===== src/mspi_pkg.sv =====
// Package for the master-only serial peripheral port: register map,
// field layouts, reset values, state codes and carrier structs.
// Assumes a 32-bit APB slave with one aligned word per register.
package mspi_pkg;
    // Register byte offsets
    localparam logic [7:0] STATUS_OFS = 8'h00;
    localparam logic [7:0] CTRL_B_OFS = 8'h04;
    localparam logic [7:0] CTRL_C_OFS = 8'h08;
    localparam logic [7:0] DATA_OFS = 8'h0C;
    localparam logic [7:0] BAUD_OFS = 8'h10;
    localparam logic [7:0] GLOBAL_OFS = 8'h14;
    // Status bit positions
    localparam int RXC_BIT = 7;
    localparam int TXC_BIT = 6;
    localparam int UDRE_BIT = 5;
    // Global interrupt enable position in the global register
    localparam int GIE_BIT = 0;
    // Mode select encoding
    localparam logic [1:0] MODE_ASYNC = 2'h0;
    localparam logic [1:0] MODE_SYNC = 2'h1;
    localparam logic [1:0] MODE_MASTER_SERIAL_PERIPHERAL_MODE = 2'h3;
    // Reset values
    localparam logic [7:0] CTRL_B_RST = 8'h00;
    localparam logic [7:0] CTRL_C_RST = 8'h00;
    localparam logic [11:0] BAUD_RST = 12'h000;
    localparam logic [7:0] TXD_IDLE_BYTE = 8'hFF;
    // Frame of 8 bits is 16 clock half-periods
    localparam logic [3:0] LAST_HALF = 4'hF;
    localparam int RX_DEPTH = 2;

    // Interrupt and enable control register layout
    typedef struct packed {
        logic rxie;
        logic txie;
        logic tx_empty_irq_enable;
        logic rxen;
        logic txen;
        logic [2:0] rsvd;
    } ctrl_b_t;

    // Mode and format control register layout
    typedef struct packed {
        logic [1:0] mode;
        logic [2:0] rsvd;
        logic lsb_first;
        logic cpha;
        logic cpol;
    } ctrl_c_t;

    // Serial pin group
    typedef struct packed {
        logic xck;
        logic txd;
        logic txd_oe;
        logic rxd_sel;
    } pins_t;

    // Shift engine states
    typedef enum logic [1:0] {
        ST_IDLE = 2'b01,
        ST_SHIFT = 2'b10
    } eng_t;
endpackage : mspi_pkg


===== src/mspi_master.sv =====
// Master-only serial peripheral port with APB register access.
// Assumes sys_clk at 250 MHz, a synchronous active-low reset and an
// asynchronous serial input that is synchronised here.
//
// Overview of operation
// - Error flags unused, always read zero
// - Receive flag high while buffer holds data
// - Receiver disable flushes receive buffer
// - Transmit flag sets when shifter and buffer empty
// - Transmit flag cleared by service or one
// - Empty flag high when buffer free, after reset
// - Receive request needs enable, global, flag
// - Transmit request needs enable, global, flag
// - Empty request needs enable, global, flag
// - Receiver enable selects serial input pin
// - Receiver alone never starts a transfer
// - Transmitter disable waits until fully drained
// - Mode bits pick async, sync or master; only master transfers, async and sync codes leave the port idle
// - Format bits accepted with mode write
// - Bit order: one sends lsb first
// - Phase picks leading or trailing sample edge
// - Polarity sets idle level of clock
// - Double transmit buffer, extra receive level
// - No collision flag, no double-speed bit
// - Shift out and latch on opposite edges
// - Frames are exactly eight data bits
// - Data write starts a full-duplex transfer
// - Overflow drops newest character, keeps older
`timescale 1ns/1ps
`default_nettype none

module mspi_master (
    // Clock and reset
    input wire logic sys_clk,
    input wire logic rst_b,
    // APB slave
    input wire logic psel,
    input wire logic penable,
    input wire logic pwrite,
    input wire logic [7:0] paddr,
    input wire logic [31:0] pwdata,
    output logic [31:0] prdata,
    output logic pready,
    output logic pslverr,
    // Serial pins
    output mspi_pkg::pins_t pins,
    input wire logic serial_in_pin,
    // Interrupt requests and service acknowledge
    output logic irq_rx_done,
    output logic irq_tx_done,
    output logic irq_tx_empty,
    input wire logic tx_done_irq_ack
);

    // Whole module state
    typedef struct packed {
        mspi_pkg::ctrl_b_t cb;
        mspi_pkg::ctrl_c_t cc;
        logic [11:0] baud;
        logic gie;
        logic txc;
        logic [7:0] txbuf;
        logic txfull;
        logic txen_eff;
        logic [7:0] rxb0;
        logic [7:0] rxb1;
        logic [1:0] rxcnt;
        mspi_pkg::eng_t eng;
        logic [7:0] sh;
        logic [3:0] half;
        logic [11:0] cnt;
        logic rx_s1;
        logic rx_s2;
        logic [31:0] rdata;
        logic rdy;
        logic err;
        mspi_pkg::pins_t pins;
        logic irq_rx;
        logic irq_tx;
        logic irq_ue;
    } st_t;

    st_t s_r;
    st_t s_nxt;

    logic commit;
    logic mapped;
    logic master_serial_peripheral_mode;
    logic sample;
    logic [7:0] shin;
    logic out_bit;
    logic [1:0] cnt_pop;

    // Bus commit happens only at the edge where pready is seen high
    assign commit = psel && penable && s_r.rdy;
    assign mapped = (paddr == mspi_pkg::STATUS_OFS) ||
                    (paddr == mspi_pkg::CTRL_B_OFS) ||
                    (paddr == mspi_pkg::CTRL_C_OFS) ||
                    (paddr == mspi_pkg::DATA_OFS) ||
                    (paddr == mspi_pkg::BAUD_OFS) ||
                    (paddr == mspi_pkg::GLOBAL_OFS);
    assign master_serial_peripheral_mode = s_r.cc.mode == mspi_pkg::MODE_MASTER_SERIAL_PERIPHERAL_MODE;
    // Sample edge is leading when phase is zero, else trailing
    assign sample = s_r.half[0] == s_r.cc.cpha;
    assign out_bit = s_r.cc.lsb_first ? s_r.sh[0] : s_r.sh[7];
    // Input lags two cycles in its synchroniser: receive needs a divisor
    // of two or more, or the sample edge still sees the previous bit
    assign shin = s_r.cc.lsb_first ? {s_r.rx_s2, s_r.sh[7:1]}
                                   : {s_r.sh[6:0], s_r.rx_s2};

    // Next-state logic
    always_comb begin
        s_nxt = s_r;
        cnt_pop = s_r.rxcnt;
        // Two-flop input synchroniser
        s_nxt.rx_s1 = serial_in_pin;
        s_nxt.rx_s2 = s_r.rx_s1;

        // One wait state: answer registered, then committed
        if (psel && penable && !s_r.rdy) begin
            s_nxt.rdy = 1'b1;
            s_nxt.err = !mapped;
            s_nxt.rdata = 32'h0000_0000;
            unique case (paddr)
                mspi_pkg::STATUS_OFS: begin
                    // Error bits and reserved bits read zero
                    s_nxt.rdata[mspi_pkg::RXC_BIT] =
                        s_r.rxcnt != 2'h0;
                    s_nxt.rdata[mspi_pkg::TXC_BIT] = s_r.txc;
                    s_nxt.rdata[mspi_pkg::UDRE_BIT] =
                        !s_r.txfull;
                end
                mspi_pkg::CTRL_B_OFS: s_nxt.rdata[7:0] = s_r.cb;
                mspi_pkg::CTRL_C_OFS: s_nxt.rdata[7:0] = s_r.cc;
                mspi_pkg::DATA_OFS: s_nxt.rdata[7:0] = s_r.rxb0;
                mspi_pkg::BAUD_OFS: s_nxt.rdata[11:0] = s_r.baud;
                mspi_pkg::GLOBAL_OFS:
                    s_nxt.rdata[mspi_pkg::GIE_BIT] = s_r.gie;
                default: s_nxt.rdata = 32'h0000_0000;
            endcase
        end else begin
            s_nxt.rdy = 1'b0;
            s_nxt.err = 1'b0;
        end

        // Register writes; no collision flag, no double speed bit
        if (commit && pwrite) begin
            unique case (paddr)
                mspi_pkg::STATUS_OFS:
                    if (pwdata[mspi_pkg::TXC_BIT])
                        s_nxt.txc = 1'b0;
                mspi_pkg::CTRL_B_OFS: begin
                    s_nxt.cb = pwdata[7:0];
                    if (pwdata[3])
                        s_nxt.txen_eff = 1'b1;
                end
                // Mode and format land in one write
                mspi_pkg::CTRL_C_OFS: s_nxt.cc = pwdata[7:0];
                mspi_pkg::DATA_OFS:
                    // Write to a full buffer is dropped
                    if (!s_r.txfull) begin
                        s_nxt.txbuf = pwdata[7:0];
                        s_nxt.txfull = 1'b1;
                    end
                mspi_pkg::BAUD_OFS: s_nxt.baud = pwdata[11:0];
                mspi_pkg::GLOBAL_OFS:
                    s_nxt.gie = pwdata[mspi_pkg::GIE_BIT];
                default: s_nxt.gie = s_r.gie;
            endcase
        end

        // Serviced interrupt clears the transmit flag
        if (tx_done_irq_ack)
            s_nxt.txc = 1'b0;

        // Reading data pops the receive queue head
        if (commit && !pwrite && paddr == mspi_pkg::DATA_OFS &&
            s_r.rxcnt != 2'h0) begin
            s_nxt.rxb0 = s_r.rxb1;
            cnt_pop = s_r.rxcnt - 2'h1;
        end
        s_nxt.rxcnt = cnt_pop;

        // Shift engine
        unique case (s_r.eng)
            mspi_pkg::ST_IDLE: begin
                s_nxt.pins.xck = s_r.cc.cpol;
                // Line rests high between frames
                s_nxt.pins.txd = mspi_pkg::TXD_IDLE_BYTE[0];
                // Only the transmitter makes the clock
                if (s_r.txfull && s_r.txen_eff && master_serial_peripheral_mode) begin
                    s_nxt.sh = s_r.txbuf;
                    s_nxt.txfull = 1'b0;
                    s_nxt.eng = mspi_pkg::ST_SHIFT;
                    s_nxt.half = 4'h0;
                    s_nxt.cnt = s_r.baud;
                    // Phase zero: first bit ready before first edge
                    if (!s_r.cc.cpha)
                        s_nxt.pins.txd = s_r.cc.lsb_first ?
                            s_r.txbuf[0] : s_r.txbuf[7];
                end
            end
            mspi_pkg::ST_SHIFT: begin
                if (s_r.cnt == 12'h000) begin
                    // Half period is baud+1 system clocks
                    s_nxt.cnt = s_r.baud;
                    s_nxt.pins.xck = !s_r.pins.xck;
                    if (sample)
                        s_nxt.sh = shin;
                    else
                        s_nxt.pins.txd = out_bit;
                    s_nxt.half = s_r.half + 4'h1;
                    if (s_r.half == mspi_pkg::LAST_HALF) begin
                        s_nxt.eng = mspi_pkg::ST_IDLE;
                        // Last bit stays put through its own sample edge
                        if (!sample)
                            s_nxt.pins.txd = mspi_pkg::TXD_IDLE_BYTE[0];
                        // Full queue drops the new byte
                        if (s_r.cb.rxen &&
                            cnt_pop != 2'(mspi_pkg::RX_DEPTH)) begin
                            if (cnt_pop == 2'h0)
                                s_nxt.rxb0 = sample ? shin : s_r.sh;
                            else
                                s_nxt.rxb1 = sample ? shin : s_r.sh;
                            s_nxt.rxcnt = cnt_pop + 2'h1;
                        end
                        // Set wins over a clear in the same cycle
                        if (!s_r.txfull)
                            s_nxt.txc = 1'b1;
                    end
                end else begin
                    s_nxt.cnt = s_r.cnt - 12'h001;
                end
            end
            default: s_nxt.eng = mspi_pkg::ST_IDLE;
        endcase

        // Disabled transmitter lets go once fully drained; the new enable
        // is used so that a re-enable on an idle port is not undone
        if (!s_nxt.cb.txen && s_r.eng == mspi_pkg::ST_IDLE &&
            !s_r.txfull)
            s_nxt.txen_eff = 1'b0;

        // Receiver off flushes the queue
        if (!s_r.cb.rxen)
            s_nxt.rxcnt = 2'h0;

        // Pin ownership
        s_nxt.pins.txd_oe = s_nxt.txen_eff;
        s_nxt.pins.rxd_sel = s_nxt.cb.rxen;

        // Interrupt requests gated by enable and global flag
        s_nxt.irq_rx = s_r.cb.rxie && s_r.gie &&
                       s_r.rxcnt != 2'h0;
        s_nxt.irq_tx = s_r.cb.txie && s_r.gie && s_r.txc;
        s_nxt.irq_ue = s_r.cb.tx_empty_irq_enable && s_r.gie && !s_r.txfull;
    end

    // State register
    always_ff @(posedge sys_clk) begin
        if (!rst_b) begin
            s_r <= '0;
            s_r.cb <= mspi_pkg::CTRL_B_RST;
            s_r.cc <= mspi_pkg::CTRL_C_RST;
            s_r.baud <= mspi_pkg::BAUD_RST;
            s_r.eng <= mspi_pkg::ST_IDLE;
            s_r.pins.txd <= mspi_pkg::TXD_IDLE_BYTE[0];
            s_r.rx_s1 <= 1'b1;
            s_r.rx_s2 <= 1'b1;
        end else begin
            s_r <= s_nxt;
        end
    end

    // Outputs straight from the state register
    assign prdata = s_r.rdata;
    assign pready = s_r.rdy;
    assign pslverr = s_r.err;
    assign pins = s_r.pins;
    assign irq_rx_done = s_r.irq_rx;
    assign irq_tx_done = s_r.irq_tx;
    assign irq_tx_empty = s_r.irq_ue;

    logic rd_status;
    assign rd_status = psel && penable && !s_r.rdy && !pwrite &&
                       paddr == mspi_pkg::STATUS_OFS;
endmodule : mspi_master

`default_nettype wire


===== config.mk =====
export PLATFORM = sky130hd
export DESIGN_NAME = mspi_master
export DESIGN_NICKNAME = d
export VERILOG_FILES = /design/src/mspi_pkg.sv /design/src/mspi_master.sv
export SDC_FILE = /design/constraint.sdc
export NUM_CORES = 1
export LEC_CHECK = 0
export BUFFER_PORTS_ARGS = -buffer_cell sky130_fd_sc_hd__buf_2
export CAP_MARGIN = 20
export CORE_ASPECT_RATIO = 1.75
export CORE_UTILIZATION = 57
export CTS_BUF_LIST = sky130_fd_sc_hd__clkbuf_16
export CTS_CLUSTER_DIAMETER = 60
export DETAILED_ROUTE_END_ITERATION = 8
export PLACE_DENSITY = 0.91
export SLEW_MARGIN = 20
export SYNTH_ARGS = -nofsm -noshare
export SYNTH_HDL_FRONTEND = slang
export SYNTH_SLANG_ARGS = --single-unit

===== constraint.sdc =====
create_clock -name sys_clk -period 4.55 [get_ports sys_clk]
set_input_delay 1.365 -clock sys_clk [delete_from_list [all_inputs] [get_ports sys_clk]]
set_output_delay 1.365 -clock sys_clk [all_outputs]
set_load 0.01 [all_outputs]

; ---- Yosys cells after proc, flatten, opt, wreduce, memory -nomap -nowiden
; Index checks and enable logic that the tools add are counted.
[classes]
mux = 46
reduce_logical = 48
bitwise = 3
n_eq_ne = 14
n_addsub = 4
[op_table]
columns = cell, count
row1 = 8-bit two-way mux, 6
row2 = 24-bit case mux with 2 select lines, 1
row3 = 37-bit two-way mux, 1
row4 = 18-bit two-way mux, 2
row5 = 32-bit two-way mux, 1
row6 = 26-bit two-way mux, 1
row7 = 12-bit two-way mux, 2
row8 = 20-bit two-way mux, 1
row9 = 1-bit two-way mux, 19
row10 = 1-bit logical AND, 18
row11 = 9-bit two-way mux, 2
row12 = "8-bit by 4-bit == test with 1-bit output, second input constant", 2
row13 = "8-bit by 5-bit == test with 1-bit output, second input constant", 2
row14 = 4-bit case mux with 4 select lines, 1
row15 = 2-bit AND reduction, 8
row16 = 3-bit case mux with 5 select lines, 1
row17 = 12-bit zero test, 1
row18 = 3-bit AND reduction, 4
row19 = "12-bit by 1-bit subtractor with 12-bit output, second input constant", 1
row20 = "8-bit by 3-bit == test with 1-bit output, second input constant", 1
row21 = 8-bit zero test, 1
row22 = "2-bit inequality test, second input constant", 4
row23 = 2-bit case mux with 2 select lines, 2
row24 = 1-bit zero test, 6
row25 = 17 further kinds, 27
[totals]
regBits = 105
in_bits = 47

; ---- Logic depth before layout (Yosys ltp)
; Gate-level depths: netlist (run 1).
[logic_depth]
depth_word = 12
ltp_mapped = 13

; ---- Least setup slack after synthesis (run 1)
; OpenSTA, ideal clock, no wires.
[synth_path]
path_type = input -> register
start = in paddr[2]
end = reg s_r[71] in the netlist's numbering
arrival_ns = 3.723
setup_time_ns = 0.119
path_stages = 12
path_buffers = 3
slack_ns = 0.709
path_cell_list = buf_2 -> and4b_1 -> nand4b_1 -> buf_1 -> mux2i_1 -> inv_1 -> ha_1 -> nand3b_1 -> nor3_4 -> or3b_1 -> buf_6 -> mux2i_1
[synth_via]
elab_chain_len = 7
word_cells_on_any_way = 9
[synth_lines]
columns = element, line_no
row1 = "start, declared", mspi_master.sv:40  ; input wire logic [7:0] paddr,
row2 = 8-bit by 4-bit == test with 1-bit output (*), mspi_master.sv:177  ; if (commit && !pwrite && paddr == mspi_pkg::DATA_OFS &&
row3 = 1-bit logical AND (*) (2 in series), mspi_master.sv:177
row4 = 2-bit two-way mux (*), mspi_master.sv:177
row5 = 2-bit inequality test / 2-bit zero test (equally long branches), "mspi_master.sv:220, mspi_master.sv:221"
row6 = 1-bit logical AND / 1-bit inverter (equally long branches), --
row7 = 5-bit AND reduction (no line) (*), --
row8 = "end signal, assigned", mspi_master.sv:271  ; s_r <= s_nxt;
row9 = "end, declared", mspi_master.sv:83  ; st_t s_r;
; Mark *: on every way between the ends. The rest lies on a longest branch, timed or not.
; A chain may end at the register's enable or synchronous reset.

; ---- Worst setup path after layout (run 1)
[layout_path]
start = in paddr[2]
end = reg s_r[78] in the netlist's numbering
; The elaborated chain is that of the path after synthesis.

==> qor.txt, run 1 <==
status - completed
Final Cell Area - 5770 µm²
vias in the first global route - 4562
area post-placement - 5400 µm²
Max-slew headroom - 34.3%
TritonCTS clock tree - yes
multi-input logic area - 2810 µm²
power share of the combinational group - 3.6%
synthesized cell area - 5300 µm²
Tmin final - 3.80 ns
CP Class - in -> reg
global-route wire length before repair - 21900 µm
CP peak stage delay - 0.64 ns
final worst-path cycle share - 83.5%
antenna violations before repair - 0
DRT antenna net count - 0
final wirelength - 14100 µm
number of setup buffers added after CTS - 0
post-synth top area cell - dfxtp_1
global routing's busiest layer - met2
final net count - 690
worst min-delay path class - reg -> reg
Cells after Synth - 623
Largest delay share family, worst path - simple AND/OR/NAND/NOR gates
FMAX - 0.263 GHz
M1 GR Usage - 30.5%
switching portion of total power - 20.3%
Power Density - 332 nW/µm²
CP bufs+invs - 2
IO Pins - 88
crit path to - s_r[78]
Clock Skews - 0.00710 ns
I/O Buffers - 47
Avg Inst Size Synth - 8.51 µm²
critical path capture point type - flip-flop
WP data required - 4.76 ns
Overflow after GRT - 0
number of synthesized flops with an enable pin - 0
most frequent cell after synthesis - nand2_1
Clock Power Share - 48.3%
pin count of the biggest net entering global routing - 65
worst reg2reg path endpoint - s_r[78]
Slowest cell on crit path - or3b_1
hold_ws - 0.440 ns
Distinct cells, synth - 63
WP data arrival - 4.01 ns
number of DRC markers in iteration 0 - 442
GRT Total Usage - 30.4%
vias - 4786
Peak VDD IR - 482 µV
share of layout cells above drive strength 1 - 16.2%
P_int - 1530 µW
Clock H-tree levels - 3
share of Yosys cell area claimed by the top area cell type - 39.7%
row count - 46
Clock Sinks - 105
worst-case clock buffer depth - 2
Clk Tree Root Cell - clkbuf_16
Inserted Clock Buffers - 9
synthesized flop and latch total - 105
P_sw - 390 µW
grt met2 use - 51.7%
# hold bufs at CTS - 0
register area share after synthesis - 39.7%
Die H - 130 µm
Fillers - 694
most numerous cell on the critical path - mux2i_1
clock latency at the later pin of the worst-skew pair - 0.36 ns
max-slew violations - 0
Die Span X - 74.9 µm
setup slack, reg-to-reg - 1.27 ns
# resized after CTS - 0
total power - 1920 µW
Final Setup Violations - 0
unrepaired setup endpoints after global routing - false
ys flop type - dfxtp_1
crit path max fanout - 16
Sequential Area - 2100 µm²
WP depth - 10
Seq pwr share - 48.1%
CP Cell Sequence - buf_2 -> and4b_1 -> nand4b_1 -> mux2i_1 -> inv_1 -> ha_1 -> nand3b_1 -> nor3_4 -> or3b_1 -> mux2i_1
final core area utilization - 63.8%
met3 Use GR - 4.82%
Layout area overhead - 8.78%
final hold vios - 0
worst r2r src - s_r[69]
global placer's final weighted congestion - 0.972
ant diodes - 0
Avg Vias per Cell - 6.27
Max-cap violations - 0
WL/cell - 18.5 µm
Reg2Reg Depth - 11
critical path launch point type - primary input
crit path launch - paddr[2]
Pleak - 0.00232 µW
Die ar. - 9710 µm²
ranking of synthesized cells by area - dfxtp_1 40%, mux2i_1 8.5%, nand2_1 7.9%
Final HPWL DP - 10000 µm
core footprint - 9040 µm²
drt drc - 0
Async SR Flop Fraction - 0%
final setup TNS - 0 ns
initial core utilization - 58.7%
DR pass1 iterations - 5
Ys Warns - 0
worst-margin pin slew - 0.984 ns
most frequent cells after synthesis - 112 x nand2_1, 105 x dfxtp_1, 47 x nor2_1
clk slew on worst S/H paths - 0.07 ns
==> cell type report <==
class	count	area share [%]
multi-input cells	454	48.7
flip-flops and latches	105	36.5
repair buffers	55	5.12
clock buffers	9	3.91
well taps	120	2.60
clock inverters	6	2.28
inverters	14	0.933
==> worst reg2reg max path, stage by stage, from the launching register on <==
cell and delay, ns:
dfxtp_1 0.32, inv_1 0.09, ha_1 0.32, nor4bb_1 0.29, nand4b_1 0.24, mux2i_1 0.27, inv_1 0.07, ha_1 0.18
nand3b_1 0.20, nor3_4 0.30, or3b_1 0.64, mux2i_1 0.22
==> cells in the final DEF, fill, tap and decap left out, types with 4 or more instances in the layout <==
cell	count
nand4_1	7
nor3_1	13
a22oi_1	21
clkbuf_16	9
nor2_1	47
a31oi_1	5
bufinv_16	4
mux2_2	15
a32o_1	4
o21ai_0	26
and3_1	7
buf_2	47
conb_1	20
nand2b_1	6
ha_1	4
mux2i_1	45
inv_1	13
a21oi_1	43
buf_4	8
nand3_1	10
and2_1	5
dfxtp_1	105
nor2b_1	5
nand2_1	112
==> worst min path at each step <==
stage | start | end | cells after the start
finish | s_nxt[41] | s_r[41] | 1
global route | s_nxt[41] | s_r[41] | 1
CTS | s_nxt[41] | s_r[41] | 1
detailed placement | s_nxt[41] | s_r[41] | 1
global placement | s_nxt[41] | s_r[41] | 1
floorplan | s_nxt[41] | s_r[41] | 1
==> through the flow <==
step	setup slack (ns)	cells
finish	0.750	763
global route	0.600	763
CTS	0.788	763
detailed placement	0.448	748
global placement	0.578	748
floorplan	0.709	642
==> cells by family (layout without fill, tap and decap cells) <==
| kind of cell | after synthesis | in the layout | share of synthesized area (%) |
|---|---|---|---|
| DFF | 105 | 105 | 39.7 |
| adders and majority gates | 4 | 4 | 0.944 |
| xor gates and xnor gates | 6 | 6 | 0.991 |
| AOI/OAI and AO/OA | 120 | 120 | 14.3 |
| and+or+nand+nor | 241 | 241 | 22.2 |
| muxes | 63 | 63 | 13.0 |
| buffers and inverters | 83 | 84 | 8.85 |
| other | 1 | 20 | 0.0707 |
==> metal layers <==
layer,share of wire (%),wire (µm)
met1,33,4660
met2,52,7390
met3,6.3,883
met4,8.3,1170
met5,0,0
==> power by group through the flow <==
stage	clock network [µW]	registers [µW]	logic, µW
global route	966	921	74.3
detailed placement	0	942	66.6
global placement	0	942	64.9
floorplan	0	942	52.1
CTS	923	921	67.0
finish	925	921	69.2
==> registers in the layout, indices dropped and copies added (netlist names), named ones only <==
register      count
irq_tx_done       1
pslverr           1
s_r              83
prdata           12
pready            1
irq_rx_done       1
irq_tx_empty      1
pins              3
s_nxt             1
(Power assumes the default switching activity.)
==> run 2, diff against run 1 <==
--- a/config.mk
+++ b/config.mk
@@ -8,11 +8,11 @@
 export BUFFER_PORTS_ARGS = -buffer_cell sky130_fd_sc_hd__buf_2
 export CAP_MARGIN = 20
 export CORE_ASPECT_RATIO = 1.75
-export CORE_UTILIZATION = 57
+export CORE_UTILIZATION = 51
 export CTS_BUF_LIST = sky130_fd_sc_hd__clkbuf_16
 export CTS_CLUSTER_DIAMETER = 60
 export DETAILED_ROUTE_END_ITERATION = 8
-export PLACE_DENSITY = 0.91
+export PLACE_DENSITY = 0.86
 export SLEW_MARGIN = 20
 export SYNTH_ARGS = -nofsm -noshare
 export SYNTH_HDL_FRONTEND = slang
==> constraint.sdc (replaced) <==
create_clock -name sys_clk -period 3.48 [get_ports sys_clk]
set_input_delay 1.044 -clock sys_clk [delete_from_list [all_inputs] [get_ports sys_clk]]
set_output_delay 1.044 -clock sys_clk [all_outputs]
set_load 0.01 [all_outputs]
==> run 2 against run 1 <==
  * Routed wire length fell by 1.3%
  * Clock skew hardly changed
  * Setup slack got worse by 0.48 ns
  * Register-to-register slack got worse by 0.81 ns
  * Non-clock buffer count increased by 9
  * Critical endpoint is now s_r[75]
  * Via count decreased by 2.2%
  * Utilization fell by 5.7 points
  * Sequential power increased by 30%
  * Clock power increased by 15%
  * Global-route usage is 4.2 points lower
  * Largest cell class unchanged
  * Cell area up 0.50%
==> qor.txt, run 2 (synthesized netlist as in run 1, its figures left out) <==
# resized after CTS - 0
CP peak stage delay - 0.57 ns
Overflow after GRT - 0
share of layout cells above drive strength 1 - 17.3%
Slowest cell on crit path - or3b_1
Final Setup Violations - 0
worst reg2reg path endpoint - s_r[75]
crit path max fanout - 8
drt drc - 0
DRT antenna net count - 0
Avg Vias per Cell - 6.02
Clock H-tree levels - 3
FMAX - 0.312 GHz
number of setup buffers added after CTS - 0
IO Pins - 88
final net count - 699
final worst-path cycle share - 92.2%
final core area utilization - 58.1%
ant diodes - 0
initial core utilization - 53.2%
Pleak - 0.00235 µW
Power Density - 407 nW/µm²
status - completed
global-route wire length before repair - 21400 µm
Die ar. - 10800 µm²
most numerous cell on the critical path - mux2i_1
Die Span X - 79.1 µm
Clock Skews - 0.00687 ns
CP Class - in -> reg
core footprint - 9970 µm²
worst min-delay path class - reg -> reg
hold_sp - s_nxt[41]
row count - 48
Clk Tree Root Cell - clkbuf_16
vias in the first global route - 4498
Top reg by flops - s_r
Inserted Clock Buffers - 9
critical path capture point type - flip-flop
WL/cell - 17.9 µm
Reg2Reg Depth - 11
final hold vios - 0
# hold bufs at CTS - 0
WP data required - 3.70 ns
Max-cap violations - 0
critical path launch point type - primary input
CP Cell Sequence - buf_2 -> nor4_2 -> nand4b_1 -> mux2i_1 -> inv_1 -> ha_1 -> nand3b_1 -> nor3_4 -> or3b_1 -> mux2i_1
Layout area overhead - 9.32%
pin count of the biggest net entering global routing - 51
GRT Total Usage - 26.2%
placed cells - 762
max reg flops - 83
fin cells - 778
worst-margin pin slew - 0.820 ns
Peak VDD IR - 416 µV
vias - 4681
unrepaired setup endpoints after global routing - false
Tmin final - 3.21 ns
TritonCTS clock tree - yes
clock latency at the later pin of the worst-skew pair - 0.35 ns
WP data arrival - 3.42 ns
antenna violations before repair - 0
most common cell after layout, fill and taps aside - nand2_1
most frequent cells in the layout - 112 x nand2_1, 105 x dfxtp_1, 47 x nor2_1, 47 x buf_2, 45 x mux2i_1
Max-slew headroom - 45.2%
final wirelength - 13900 µm
worst r2r src - s_r[69]
DR pass1 iterations - 5
Clock Sinks - 105
clk slew on worst S/H paths - 0.07 ns
Final HPWL DP - 10100 µm
Hold EP - s_r[41]
number of DRC markers in iteration 0 - 380
worst-case clock buffer depth - 2
I/O Buffers - 47
max-slew violations - 0
hold depth - 1
global placer's final weighted congestion - 0.877
setup slack, reg-to-reg - 0.46 ns
Die H - 137 µm
-- run 2: worst max-delay path: cells and delay by family --
family / cells / cell delay, ns
buf+inv: 2 / 0.19
fa+ha+maj: 1 / 0.20
mux: 2 / 0.47
simple gates: 5 / 1.52
-- run 2: cell type report --
type / count / area, µm²
Multi-Input combinational cell: 454 / 2810
Sequential cell: 105 / 2100
Fill cell: 893 / 4170
Clock inverter: 7 / 87.6
Tap cell: 125 / 156
Inverter: 14 / 52.6
Timing Repair Buffer: 64 / 363
Clock buffer: 9 / 225
-- run 2: per-layer routing --
layer | wire, µm | track usage (%) | vias up | part of all wire, %
met2 | 7340 | 47.5 | 200 | 53
met5 | 0 | 0 | - | 0
met1 | 4990 | 26.0 | 2235 | 36
met3 | 696 | 4.73 | 66 | 5.0
met4 | 897 | 19.4 | 0 | 6.4
li1 | - | - | 2180 | -
-- run 2: how the worst max path moves through the flow --
stage,cells past startpoint,slack (ns),end,startpoint
detailed placement,10,-0.04,s_r[75],paddr[1]
global route,10,0.09,s_r[73],paddr[1]
floorplan,12,0.07,s_r[71],paddr[3]
CTS,10,0.25,s_r[75],paddr[1]
global placement,10,0.03,s_r[78],paddr[1]
finish,10,0.27,s_r[75],paddr[1]
-- run 2: metrics by stage --
step / TNS, ns / area [µm²] / setup WS (ns) / hold WS (ns) / power, µW
after detailed placement: -0.0865 / 5480 / -0.0441 / 0.398 / 1320
after global routing: 0 / 5800 / 0.0937 / 0.451 / 2430
final: 0 / 5800 / 0.272 / 0.414 / 2360
after global placement: 0 / 5480 / 0.0294 / 0.401 / 1320
after floorplan: 0 / 5370 / 0.0714 / 0.386 / 1300
after CTS: 0 / 5790 / 0.249 / 0.418 / 2370
-- run 2: power by group --
part / switching, µW / internal, µW
logic: 67.1 / 26.5
registers: 1.26 / 1200
clock network: 440 / 624
total: 508 / 1850
